<file path="src/inc/usrc_pkg.sv">
// Shared constants for the ULPI suspend, resume and raw transmit control
// Assumes a single 100 MHz clock and a byte-wide link transmit port
package usrc_pkg;

    // Clock period in nanoseconds
    localparam int unsigned CLK_PERIOD_NS = 10;

    // Operating mode encodings
    localparam logic [1:0] MODE_NORMAL  = 2'h0;
    localparam logic [1:0] MODE_NODRIVE = 2'h1;
    localparam logic [1:0] MODE_CHIRP   = 2'h2;
    localparam logic [1:0] MODE_RAW     = 2'h3;

    // Speed select encodings
    localparam logic [1:0] SPEED_HIGH = 2'h0;
    localparam logic [1:0] SPEED_FULL = 2'h1;

    // Special bytes seen on the transmit port
    localparam logic [7:0] BYTE_EOP_NOSTUFF = 8'hFE;
    localparam logic [7:0] BYTE_EOP_NONE    = 8'h00;
    localparam logic [7:0] PID_SOF          = 8'hA5;

    // End-of-packet kinds handed to the serialiser
    localparam logic [1:0] EOP_NONE    = 2'h0;
    localparam logic [1:0] EOP_NORMAL  = 2'h1;
    localparam logic [1:0] EOP_NOSTUFF = 2'h2;
    localparam logic [1:0] EOP_LONG    = 2'h3;

    // ID change report time, and derived cycle count (rounded down)
    localparam int unsigned ID_REPORT_TIME_NS = 1000;
    localparam int unsigned ID_REPORT_CYC     = ID_REPORT_TIME_NS / CLK_PERIOD_NS;

    // ID pin stability filter, kept well inside the report time
    localparam int unsigned ID_FILTER_CYC = 16;

    // Transmit sequencer states
    typedef enum logic [1:0] {
        ST_IDLE = 2'b00,
        ST_SYNC = 2'b01,
        ST_DATA = 2'b10
    } usrc_state_t;

endpackage : usrc_pkg

</file>
<file path="src/verilog/usrc_id_report.sv">
// ID pin sensing with a stability filter and a change report pulse
// Assumes the ID pin is asynchronous to REF clock and pull-up gates sensing
`timescale 1ns/1ps
module usrc_id_report #(
    parameter int unsigned FILTER_CYC = usrc_pkg::ID_FILTER_CYC
) (
    input  wire logic clk_i,
    input  wire logic srst_i,
    input  wire logic id_pin_i,
    input  wire logic pullup_i,
    output logic      id_level_o,
    output logic      id_change_o
);

    localparam int FILT = FILTER_CYC;

    logic        id_s1_r;     // First synchroniser stage
    logic        id_s2_r;     // Second synchroniser stage
    logic [15:0] cnt_r;       // Stability counter
    logic        level_r;     // Reported ID level
    logic        change_r;    // Change report pulse

    // Two-stage synchroniser
    always_ff @(posedge clk_i)
    begin
        if (srst_i)
        begin
            id_s1_r <= 1'b1;
            id_s2_r <= 1'b1;
        end
        else
        begin
            id_s1_r <= id_pin_i;
            id_s2_r <= id_s1_r;
        end
    end

    always_ff @(posedge clk_i)
    begin
        if (srst_i)
        begin
            cnt_r    <= 16'h0000;
            level_r  <= 1'b1;
            change_r <= 1'b0;
        end
        else if (!pullup_i)
        begin
            // Sensing off, no report
            cnt_r    <= 16'h0000;
            change_r <= 1'b0;
        end
        else if (id_s2_r == level_r)
        begin
            // Glitch or no change
            cnt_r    <= 16'h0000;
            change_r <= 1'b0;
        end
        else if (cnt_r == 16'(FILT - 1))
        begin
            // Stable long enough: report
            cnt_r    <= 16'h0000;
            level_r  <= id_s2_r;
            change_r <= 1'b1;
        end
        else
        begin
            cnt_r    <= cnt_r + 16'h0001;
            change_r <= 1'b0;
        end
    end

    assign id_level_o  = level_r;
    assign id_change_o = change_r;

    // Report follows a full filter run
    AST_ID_REPORT: assert property (@(posedge clk_i) disable iff (srst_i)
        (pullup_i && id_s2_r != level_r && cnt_r == 16'(FILT - 1))
        |=> (id_change_o && id_level_o == $past(id_s2_r)))
        else $error("ID change not reported after filter");

    // No report without pull-up
    AST_ID_GATED: assert property (@(posedge clk_i) disable iff (srst_i)
        !pullup_i |=> !id_change_o)
        else $error("ID reported while pull-up off");

    COV_ID_CHANGE: cover property (@(posedge clk_i) disable iff (srst_i) id_change_o);

endmodule : usrc_id_report

</file>
<file path="src/verilog/usrc_top.sv">
// Transceiver-side transmit framing, resume EOP and ID reporting control
// Assumes the link drives bytes and stop on the REF clock; serialiser follows
//
// Overview of operation
// - Transceiver appends EOP when host resume ends
// - Raw mode drops SYNC, keeps EOP and stuffing
// - Raw stop with FEh disables EOP stuffing
// - Raw stop with 00h sends no EOP
// - Raw PID A5h gives long EOP
// - ID change reported within report time
`timescale 1ns/1ps
module usrc_top #(
    parameter int unsigned ID_FILTER = usrc_pkg::ID_FILTER_CYC
) (
    input  wire logic       REF_CLK_I,
    input  wire logic       SRST_I,
    input  wire logic [1:0] OPERATING_MODE_I,
    input  wire logic [1:0] SPEED_SELECT_I,
    input  wire logic       TERMINATION_SELECT_I,
    input  wire logic       LOW_POWER_N_I,
    input  wire logic       PLUS_LINE_PULLDOWN_I,
    input  wire logic       MINUS_LINE_PULLDOWN_I,
    input  wire logic       ID_SENSE_PULLUP_I,
    input  wire logic       ID_PIN_I,
    input  wire logic [7:0] TX_DATA_I,
    input  wire logic       TX_VALID_I,
    input  wire logic       TX_STOP_I,
    output logic            TX_READY_O,
    output logic [7:0]      SER_DATA_O,
    output logic            SER_VALID_O,
    output logic            SER_STUFF_EN_O,
    output logic            SER_SYNC_O,
    output logic            EOP_REQ_O,
    output logic [1:0]      EOP_KIND_O,
    output logic            RESUME_K_O,
    output logic            SUSPENDED_O,
    output logic            HS_TERM_O,
    output logic            ID_LEVEL_O,
    output logic            ID_CHANGE_O
);

    usrc_pkg::usrc_state_t state_r;     // Sequencer state
    logic [7:0]            hold_r;      // First byte held during SYNC
    logic [1:0]            mode_r;      // Mode latched per packet
    logic                  sof_r;       // Packet PID was SOF
    logic [7:0]            sdata_r;     // Serialiser data
    logic                  svalid_r;    // Serialiser byte strobe
    logic                  sstuff_r;    // Bit stuffing enable
    logic                  ssync_r;     // Auto SYNC strobe
    logic                  eop_req_r;   // EOP request strobe
    logic [1:0]            eop_kind_r;  // EOP kind
    logic                  resume_r;    // Driving chirp or resume K
    logic                  susp_r;      // Low-power indication
    logic                  hsterm_r;    // High-speed termination on
    logic                  tx_take;     // Byte accepted this cycle
    logic                  stop_take;   // Stop accepted this cycle
    logic                  is_host;     // Both pull-downs set

    // Decode whether a mode frames packets automatically
    function automatic logic auto_frame(input logic [1:0] m);
        auto_frame = (m == usrc_pkg::MODE_NORMAL) || (m == usrc_pkg::MODE_NODRIVE);
    endfunction : auto_frame

    // Decode the end kind for a framed packet
    function automatic logic [1:0] framed_kind(input logic sof);
        framed_kind = sof ? usrc_pkg::EOP_LONG : usrc_pkg::EOP_NORMAL;
    endfunction : framed_kind

    // Handshake decode
    assign is_host    = PLUS_LINE_PULLDOWN_I & MINUS_LINE_PULLDOWN_I;
    assign TX_READY_O = LOW_POWER_N_I
                        && (state_r == usrc_pkg::ST_IDLE || state_r == usrc_pkg::ST_DATA);
    assign tx_take    = TX_VALID_I && TX_READY_O && !TX_STOP_I;
    assign stop_take  = TX_STOP_I && LOW_POWER_N_I && (state_r == usrc_pkg::ST_DATA);

    // Sequencer state
    always_ff @(posedge REF_CLK_I)
    begin
        if (SRST_I || !LOW_POWER_N_I)
        begin
            state_r <= usrc_pkg::ST_IDLE;
        end
        else
        begin
            case (state_r)
                usrc_pkg::ST_IDLE:
                begin
                    if (tx_take && auto_frame(OPERATING_MODE_I))
                        state_r <= usrc_pkg::ST_SYNC;
                    else if (tx_take)
                        state_r <= usrc_pkg::ST_DATA;
                end
                usrc_pkg::ST_SYNC:
                begin
                    state_r <= usrc_pkg::ST_DATA;
                end
                usrc_pkg::ST_DATA:
                begin
                    if (stop_take)
                        state_r <= usrc_pkg::ST_IDLE;
                end
                default:
                begin
                    state_r <= usrc_pkg::ST_IDLE;
                end
            endcase
        end
    end

    // Per-packet mode, SOF flag and held byte
    always_ff @(posedge REF_CLK_I)
    begin
        if (SRST_I)
        begin
            hold_r <= 8'h00;
            mode_r <= usrc_pkg::MODE_NORMAL;
            sof_r  <= 1'b0;
        end
        else if (tx_take && state_r == usrc_pkg::ST_IDLE)
        begin
            hold_r <= TX_DATA_I;
            mode_r <= OPERATING_MODE_I;
            sof_r  <= (TX_DATA_I == usrc_pkg::PID_SOF);
        end
    end

    // Serialiser byte path
    always_ff @(posedge REF_CLK_I)
    begin
        if (SRST_I)
        begin
            sdata_r  <= 8'h00;
            svalid_r <= 1'b0;
            sstuff_r <= 1'b1;
            ssync_r  <= 1'b0;
        end
        else
        begin
            svalid_r <= 1'b0;
            ssync_r  <= 1'b0;
            if (state_r == usrc_pkg::ST_IDLE && tx_take)
            begin
                if (auto_frame(OPERATING_MODE_I))
                begin
                    // Framed: SYNC first, byte next cycle
                    ssync_r <= 1'b1;
                end
                else
                begin
                    // raw and chirp send byte at once, stuffed in raw only
                    sdata_r  <= TX_DATA_I;
                    svalid_r <= 1'b1;
                    sstuff_r <= (OPERATING_MODE_I == usrc_pkg::MODE_RAW);
                end
            end
            else if (state_r == usrc_pkg::ST_SYNC)
            begin
                // Held first byte after SYNC
                sdata_r  <= hold_r;
                svalid_r <= 1'b1;
                sstuff_r <= 1'b1;
            end
            else if (tx_take)
            begin
                // Chirp and resume bytes are never stuffed
                sdata_r  <= TX_DATA_I;
                svalid_r <= 1'b1;
                sstuff_r <= (mode_r != usrc_pkg::MODE_CHIRP);
            end
            else if (stop_take && mode_r == usrc_pkg::MODE_RAW
                     && TX_DATA_I == usrc_pkg::BYTE_EOP_NOSTUFF)
            begin
                sdata_r  <= TX_DATA_I;
                svalid_r <= 1'b1;
                sstuff_r <= 1'b0;
            end
        end
    end

    // End-of-packet request
    always_ff @(posedge REF_CLK_I)
    begin
        if (SRST_I)
        begin
            eop_req_r  <= 1'b0;
            eop_kind_r <= usrc_pkg::EOP_NONE;
        end
        else
        begin
            eop_req_r <= stop_take;
            if (stop_take)
            begin
                case (mode_r)
                    usrc_pkg::MODE_RAW:
                    begin
                        if (TX_DATA_I == usrc_pkg::BYTE_EOP_NOSTUFF)
                            eop_kind_r <= usrc_pkg::EOP_NOSTUFF;
                        else if (TX_DATA_I == usrc_pkg::BYTE_EOP_NONE)
                            eop_kind_r <= usrc_pkg::EOP_NONE;
                        else
                            eop_kind_r <= framed_kind(sof_r);
                    end
                    usrc_pkg::MODE_CHIRP:
                    begin
                        eop_kind_r <= is_host ? usrc_pkg::EOP_NORMAL : usrc_pkg::EOP_NONE;
                    end
                    default:
                    begin
                        eop_kind_r <= framed_kind(sof_r);
                    end
                endcase
            end
        end
    end

    // Resume or chirp K drive level
    always_ff @(posedge REF_CLK_I)
    begin
        if (SRST_I || !LOW_POWER_N_I)
            resume_r <= 1'b0;
        else if (state_r == usrc_pkg::ST_IDLE && tx_take)
            resume_r <= (OPERATING_MODE_I == usrc_pkg::MODE_CHIRP);
        else if (stop_take)
            resume_r <= 1'b0;
    end

    // Power and termination status
    always_ff @(posedge REF_CLK_I)
    begin
        if (SRST_I)
        begin
            susp_r   <= 1'b0;
            hsterm_r <= 1'b0;
        end
        else
        begin
            susp_r   <= !LOW_POWER_N_I;
            hsterm_r <= (SPEED_SELECT_I == usrc_pkg::SPEED_HIGH) && !TERMINATION_SELECT_I;
        end
    end

    usrc_id_report #(
        .FILTER_CYC (ID_FILTER)
    ) usrc_id_report_inst (
        .clk_i       (REF_CLK_I),
        .srst_i      (SRST_I),
        .id_pin_i    (ID_PIN_I),
        .pullup_i    (ID_SENSE_PULLUP_I),
        .id_level_o  (ID_LEVEL_O),
        .id_change_o (ID_CHANGE_O)
    );

    // Output connections
    assign SER_DATA_O     = sdata_r;
    assign SER_VALID_O    = svalid_r;
    assign SER_STUFF_EN_O = sstuff_r;
    assign SER_SYNC_O     = ssync_r;
    assign EOP_REQ_O      = eop_req_r;
    assign EOP_KIND_O     = eop_kind_r;
    assign RESUME_K_O     = resume_r;
    assign SUSPENDED_O    = susp_r;
    assign HS_TERM_O      = hsterm_r;

    AST_RAW_NO_SYNC: assert property (@(posedge REF_CLK_I) disable iff (SRST_I)
        (state_r == usrc_pkg::ST_IDLE && tx_take && OPERATING_MODE_I == usrc_pkg::MODE_RAW)
        |=> (!SER_SYNC_O && SER_VALID_O && SER_STUFF_EN_O && SER_DATA_O == $past(TX_DATA_I)))
        else $error("Raw mode produced SYNC or lost first byte");

    AST_AUTO_SYNC: assert property (@(posedge REF_CLK_I) disable iff (SRST_I)
        (state_r == usrc_pkg::ST_IDLE && tx_take && OPERATING_MODE_I == usrc_pkg::MODE_NORMAL)
        |=> SER_SYNC_O && !SER_VALID_O ##1 SER_VALID_O && SER_DATA_O == $past(TX_DATA_I, 2))
        else $error("Normal mode SYNC sequence wrong");

    AST_RAW_STUFF: assert property (@(posedge REF_CLK_I) disable iff (SRST_I)
        (state_r == usrc_pkg::ST_DATA && tx_take && mode_r == usrc_pkg::MODE_RAW)
        |=> SER_VALID_O && SER_STUFF_EN_O)
        else $error("Raw mode data not stuffed");

    AST_FE_NOSTUFF: assert property (@(posedge REF_CLK_I) disable iff (SRST_I)
        (stop_take && mode_r == usrc_pkg::MODE_RAW
         && TX_DATA_I == usrc_pkg::BYTE_EOP_NOSTUFF)
        |=> EOP_REQ_O && EOP_KIND_O == usrc_pkg::EOP_NOSTUFF && SER_VALID_O && !SER_STUFF_EN_O)
        else $error("FEh stop did not disable EOP stuffing");

    AST_00_NO_EOP: assert property (@(posedge REF_CLK_I) disable iff (SRST_I)
        (stop_take && mode_r == usrc_pkg::MODE_RAW && TX_DATA_I == usrc_pkg::BYTE_EOP_NONE)
        |=> EOP_KIND_O == usrc_pkg::EOP_NONE && !SER_VALID_O)
        else $error("00h stop produced an EOP");

    AST_SOF_LONG: assert property (@(posedge REF_CLK_I) disable iff (SRST_I)
        (stop_take && mode_r == usrc_pkg::MODE_RAW && sof_r
         && TX_DATA_I != usrc_pkg::BYTE_EOP_NONE && TX_DATA_I != usrc_pkg::BYTE_EOP_NOSTUFF)
        |=> EOP_REQ_O && EOP_KIND_O == usrc_pkg::EOP_LONG)
        else $error("SOF packet did not get long EOP");

    AST_RESUME_EOP: assert property (@(posedge REF_CLK_I) disable iff (SRST_I)
        (stop_take && mode_r == usrc_pkg::MODE_CHIRP && is_host && RESUME_K_O)
        |=> EOP_REQ_O && EOP_KIND_O == usrc_pkg::EOP_NORMAL && !RESUME_K_O)
        else $error("Host resume end lacked EOP");

    // EOP only at end of packet
    AST_EOP_ENDS: assert property (@(posedge REF_CLK_I) disable iff (SRST_I)
        EOP_REQ_O |-> state_r == usrc_pkg::ST_IDLE && $past(state_r) == usrc_pkg::ST_DATA)
        else $error("EOP outside packet end");

    COV_RAW_FE: cover property (@(posedge REF_CLK_I) disable iff (SRST_I)
        EOP_REQ_O && EOP_KIND_O == usrc_pkg::EOP_NOSTUFF);
    COV_RAW_SOF: cover property (@(posedge REF_CLK_I) disable iff (SRST_I)
        EOP_REQ_O && EOP_KIND_O == usrc_pkg::EOP_LONG);
    COV_RESUME: cover property (@(posedge REF_CLK_I) disable iff (SRST_I)
        RESUME_K_O ##[1:50] EOP_REQ_O);
    COV_FRAMED: cover property (@(posedge REF_CLK_I) disable iff (SRST_I) SER_SYNC_O);

endmodule : usrc_top
</file>
<file path="config.mk">
export PLATFORM = sky130hd
export DESIGN_NAME = usrc_top
export DESIGN_NICKNAME = d
export VERILOG_FILES = /design/src/inc/usrc_pkg.sv /design/src/verilog/usrc_id_report.sv /design/src/verilog/usrc_top.sv
export SDC_FILE = /design/constraint.sdc
export NUM_CORES = 1
export LEC_CHECK = 0
export BUFFER_PORTS_ARGS = -buffer_cell sky130_fd_sc_hd__buf_4
export CAP_MARGIN = 10
export CORE_MARGIN = 1.5
export CORE_UTILIZATION = 56
export CTS_BUF_LIST = sky130_fd_sc_hd__clkbuf_4
export DETAILED_ROUTE_END_ITERATION = 8
export GPL_ROUTABILITY_DRIVEN = 0
export GPL_TIMING_DRIVEN = 0
export PLACE_DENSITY = 0.81
export SYNTH_ARGS = -nofsm -noshare
export SYNTH_HDL_FRONTEND = slang
export SYNTH_SLANG_ARGS = --single-unit
</file>
<file path="constraint.sdc">
create_clock -name REF_CLK_I -period 2.1 [get_ports REF_CLK_I]
set_input_delay 0.42 -clock REF_CLK_I [delete_from_list [all_inputs] [get_ports REF_CLK_I]]
set_output_delay 0.42 -clock REF_CLK_I [all_outputs]
set_load 0.02 [all_outputs]
</file>
==> impl_metrics.json <==
{
  "hold_buffers": 0,
  "finClkSkew_ns": 0.00347,
  "dieArea_sq_mm": 0.00416,
  "grt_usage_pct": 21.5,
  "regArea_sq_mm": 0.00100,
  "dieHeight_microns": 64.5,
  "layout_common_cells": "50 x dfxtp_1, 41 x buf_4, 38 x nand2_1",
  "clk_path_buf_depth": 2,
  "synthesis.area_sq_mm": 0.00212,
  "hp-class": "input pin to flip-flop",
  "slew_viol_final": 0,
  "final_util_pct": 70.7,
  "critPathLaunch": "usrc_id_report_inst.cnt_r[0]$_SDFF_PP0_",
  "worst_ep_required_time_ns": 2.36,
  "drt_first_pass_iters": 4,
  "n_antenna_cell": 0,
  "status": "completed",
  "syn_area_per_cell_sq_um": 8.65,
  "multi_input_area_sq_mm": 0.00103,
  "final_common_cell": "dfxtp_1",
  "synth_nets": 268,
  "syn_inst": 245,
  "clkSinkCount": 50,
  "cts_buffers": 5,
  "dpl.hpwl_microns": 3100,
  "yosysSeqAreaShare_pct": 47.3,
  "ios": 42,
  "ys_seq_elements": 50,
  "nets": 316,
  "min_from": "TERMINATION_SELECT_I",
  "fmax_ghz": 0.545,
  "synth_warnings": 0,
  "grt_pass1_vias": 1588,
  "crit_path_end_kind": "flip-flop",
  "r2r_start": "usrc_id_report_inst.cnt_r[0]$_SDFF_PP0_",
  "worstPathArrival_ns": 2.09,
  "power_density_mw_per_mm2": 661,
  "hold_slack_ns": 0.190,
  "drc": 0,
  "muxShareOfSynthArea_pct": 3.78,
  "initial_core_util_pct": 58.3,
  "synth_compound_area_share_pct": 10.1,
  "leakage_nw": 1.00,
  "drive_gt1_share_pct": 19.7,
  "grt-ovfl-total": 0,
  "cp_max_fo": 10,
  "cts_tree": "yes",
  "relSlewSlack_pct": 62.9,
  "row_count": 22,
  "finalHoldViolations": 0,
  "worst_pin_slew_ns": 0.556,
  "insertion_delay_ns": 0.36,
  "die_w_microns": 64.5,
  "setup_viol": 0,
  "min_period_ns": 1.83,
  "root_buffer": "clkbuf_4",
  "synth.distinct_cells": 36,
  "cts.reportedPaths.clkPinSlew_ns": 0.14,
  "num_vias": 1800,
  "rsz0062_at_grt": "no",
  "synthToLayoutAreaGrowth_pct": 21.3,
  "post-cts-setup-buffer-count": 0,
  "routed_wl_microns": 4270,
  "worstSetupStartpointType": "flip-flop",
  "synth_adder_area_share_pct": 0.591,
  "core_sq_mm": 0.00363,
  "drt_iter0_markers": 62,
  "final.period_utilization_pct": 87.3,
  "crit_type": "flip-flop to flip-flop",
  "grt_pass1_wl_microns": 6970,
  "wl_per_cell_microns": 12.5,
  "ir_worst_vdd_uv": 365,
  "cap_violations": 0,
  "synth_top_family_by_area": "simple AND/OR/NAND/NOR gates",
  "ant_nets": 0,
  "antenna_found_initial": 0,
  "vias_per_cell": 5.26,
  "synth_xor_area_share_pct": 6.20,
  "cts_resized": 0,
  "tns_ns": 0,
  "fillCellCount": 312,
  "h-tree-depth": 2,
  "grt_start_max_net_pins": 15,
  "synthSimpleGateAreaFrac_pct": 27.8,
  "io_buffer_count": 41
}
==> layer usage <==
layer	up-vias	share of wire [%]	GRT usage (%)
li1	938	-	-
met1	825	45	25.8
met2	32	50	37.5
met3	5	3.4	5.03
met4	0	0.84	7.45
met5	-	0	0
==> state kept, by name, indices dropped and copies added, names as in the netlist <==
register                         count
state_r                              2
usrc_id_report_inst.id_level_o       1
hold_r                               8
mode_r                               2
sof_r                                1
usrc_id_report_inst.cnt_r           16
RESUME_K_O                           1
HS_TERM_O                            1
SUSPENDED_O                          1
usrc_id_report_inst.id_change_o      1
usrc_id_report_inst.id_s1_r          1
usrc_id_report_inst.id_s2_r          1
SER_STUFF_EN_O                       1
SER_SYNC_O                           1
EOP_REQ_O                            1
EOP_KIND_O                           2
SER_DATA_O                           8
SER_VALID_O                          1
==> cell usage after synthesis <==
| cell type | number | area, sq um |
|---|---|---|
| a21oi_1 | 15 | 75.1 |
| nand2b_1 | 10 | 62.6 |
| a221oi_1 | 1 | 8.76 |
| nand4bb_1 | 1 | 11.3 |
| clkbuf_1 | 7 | 26.3 |
| or2_0 | 1 | 6.26 |
| a221o_1 | 1 | 10.0 |
| nand3b_1 | 1 | 7.51 |
| and3_1 | 2 | 12.5 |
| nor2_1 | 26 | 97.6 |
| buf_6 | 1 | 11.3 |
| nand4b_4 | 1 | 23.8 |
| nand3_1 | 8 | 40.0 |
| inv_1 | 9 | 33.8 |
| buf_2 | 3 | 15.0 |
| dfxtp_1 | 50 | 1000 |
| ha_1 | 1 | 12.5 |
| nor2b_1 | 1 | 6.26 |
| clkinv_1 | 1 | 3.75 |
| nand4b_1 | 1 | 8.76 |
| or3_1 | 1 | 6.26 |
| nor4_1 | 10 | 62.6 |
| o21ai_0 | 5 | 25.0 |
| o22ai_2 | 1 | 12.5 |
| xnor2_1 | 12 | 105 |
| nor3_1 | 6 | 30.0 |
| nand4_1 | 6 | 37.5 |
| xor2_1 | 3 | 26.3 |
| nor4_4 | 1 | 21.3 |
| or2_2 | 2 | 12.5 |
| o211ai_1 | 8 | 60.1 |
| a31oi_1 | 1 | 6.26 |
| nand2_1 | 38 | 143 |
| mux2i_1 | 8 | 80.1 |
| a21boi_0 | 1 | 7.51 |
| o311ai_0 | 1 | 8.76 |
==> path summary, 6_finish.rpt <==
path / to / slack [ns] / depth (start not counted)
setup / recovery: usrc_id_report_inst.cnt_r[4]$_SDFF_PP0_ / 0.27 / 7
setup reg to reg: usrc_id_report_inst.cnt_r[4]$_SDFF_PP0_ / 0.27 / 7
hold reg to reg: usrc_id_report_inst.id_s2_r$_SDFF_PP1_ / 0.43 / 1
hold / removal: HS_TERM_O$_SDFF_PP0_ / 0.19 / 2
==> critical path: stages, from the launching register on <==
cell	delay, ns
dfxtp_1	0.39
ha_1	0.21
and3_1	0.23
nand4_1	0.18
nand2b_1	0.12
clkbuf_1	0.24
buf_2	0.28
nor2_1	0.08
==> layout make-up <==
| type | count | share of cell area (%) |
|---|---|---|
| multi-input cells | 174 | 40.0 |
| flip-flops and latches | 50 | 39.0 |
| repair buffers | 41 | 12.0 |
| well taps | 48 | 2.34 |
| clock buffers | 7 | 2.05 |
| plain buffers | 11 | 2.05 |
| inverters | 10 | 1.46 |
| clock inverters | 1 | 1.17 |
==> report_power, final <==
part	total [W]	switching [W]	internal [W]
clock network	0.000568	0.000289	0.000279
registers	0.000978	0.0000105	0.000967
logic	0.000152	0.0000811	0.0000704
==> per-stage QoR <==
step	instances	power, W	area (sq um)	worst slack, ns
after floorplan	245	0.00107	2120	0.429
after global placement	334	0.00115	2490	0.202
after detailed placement	334	0.00115	2490	0.173
after CTS	342	0.00171	2570	0.243
after global routing	342	0.00177	2570	0.0742
final	342	0.00170	2570	0.266
==> kinds of logic after synthesis <==
family	after synthesis
simple gates	116
flops	50
compound gates	34
buf+inv	21
xor+xnor	15
mux	8
fa+ha+maj	1
(Power assumes the default switching activity.)
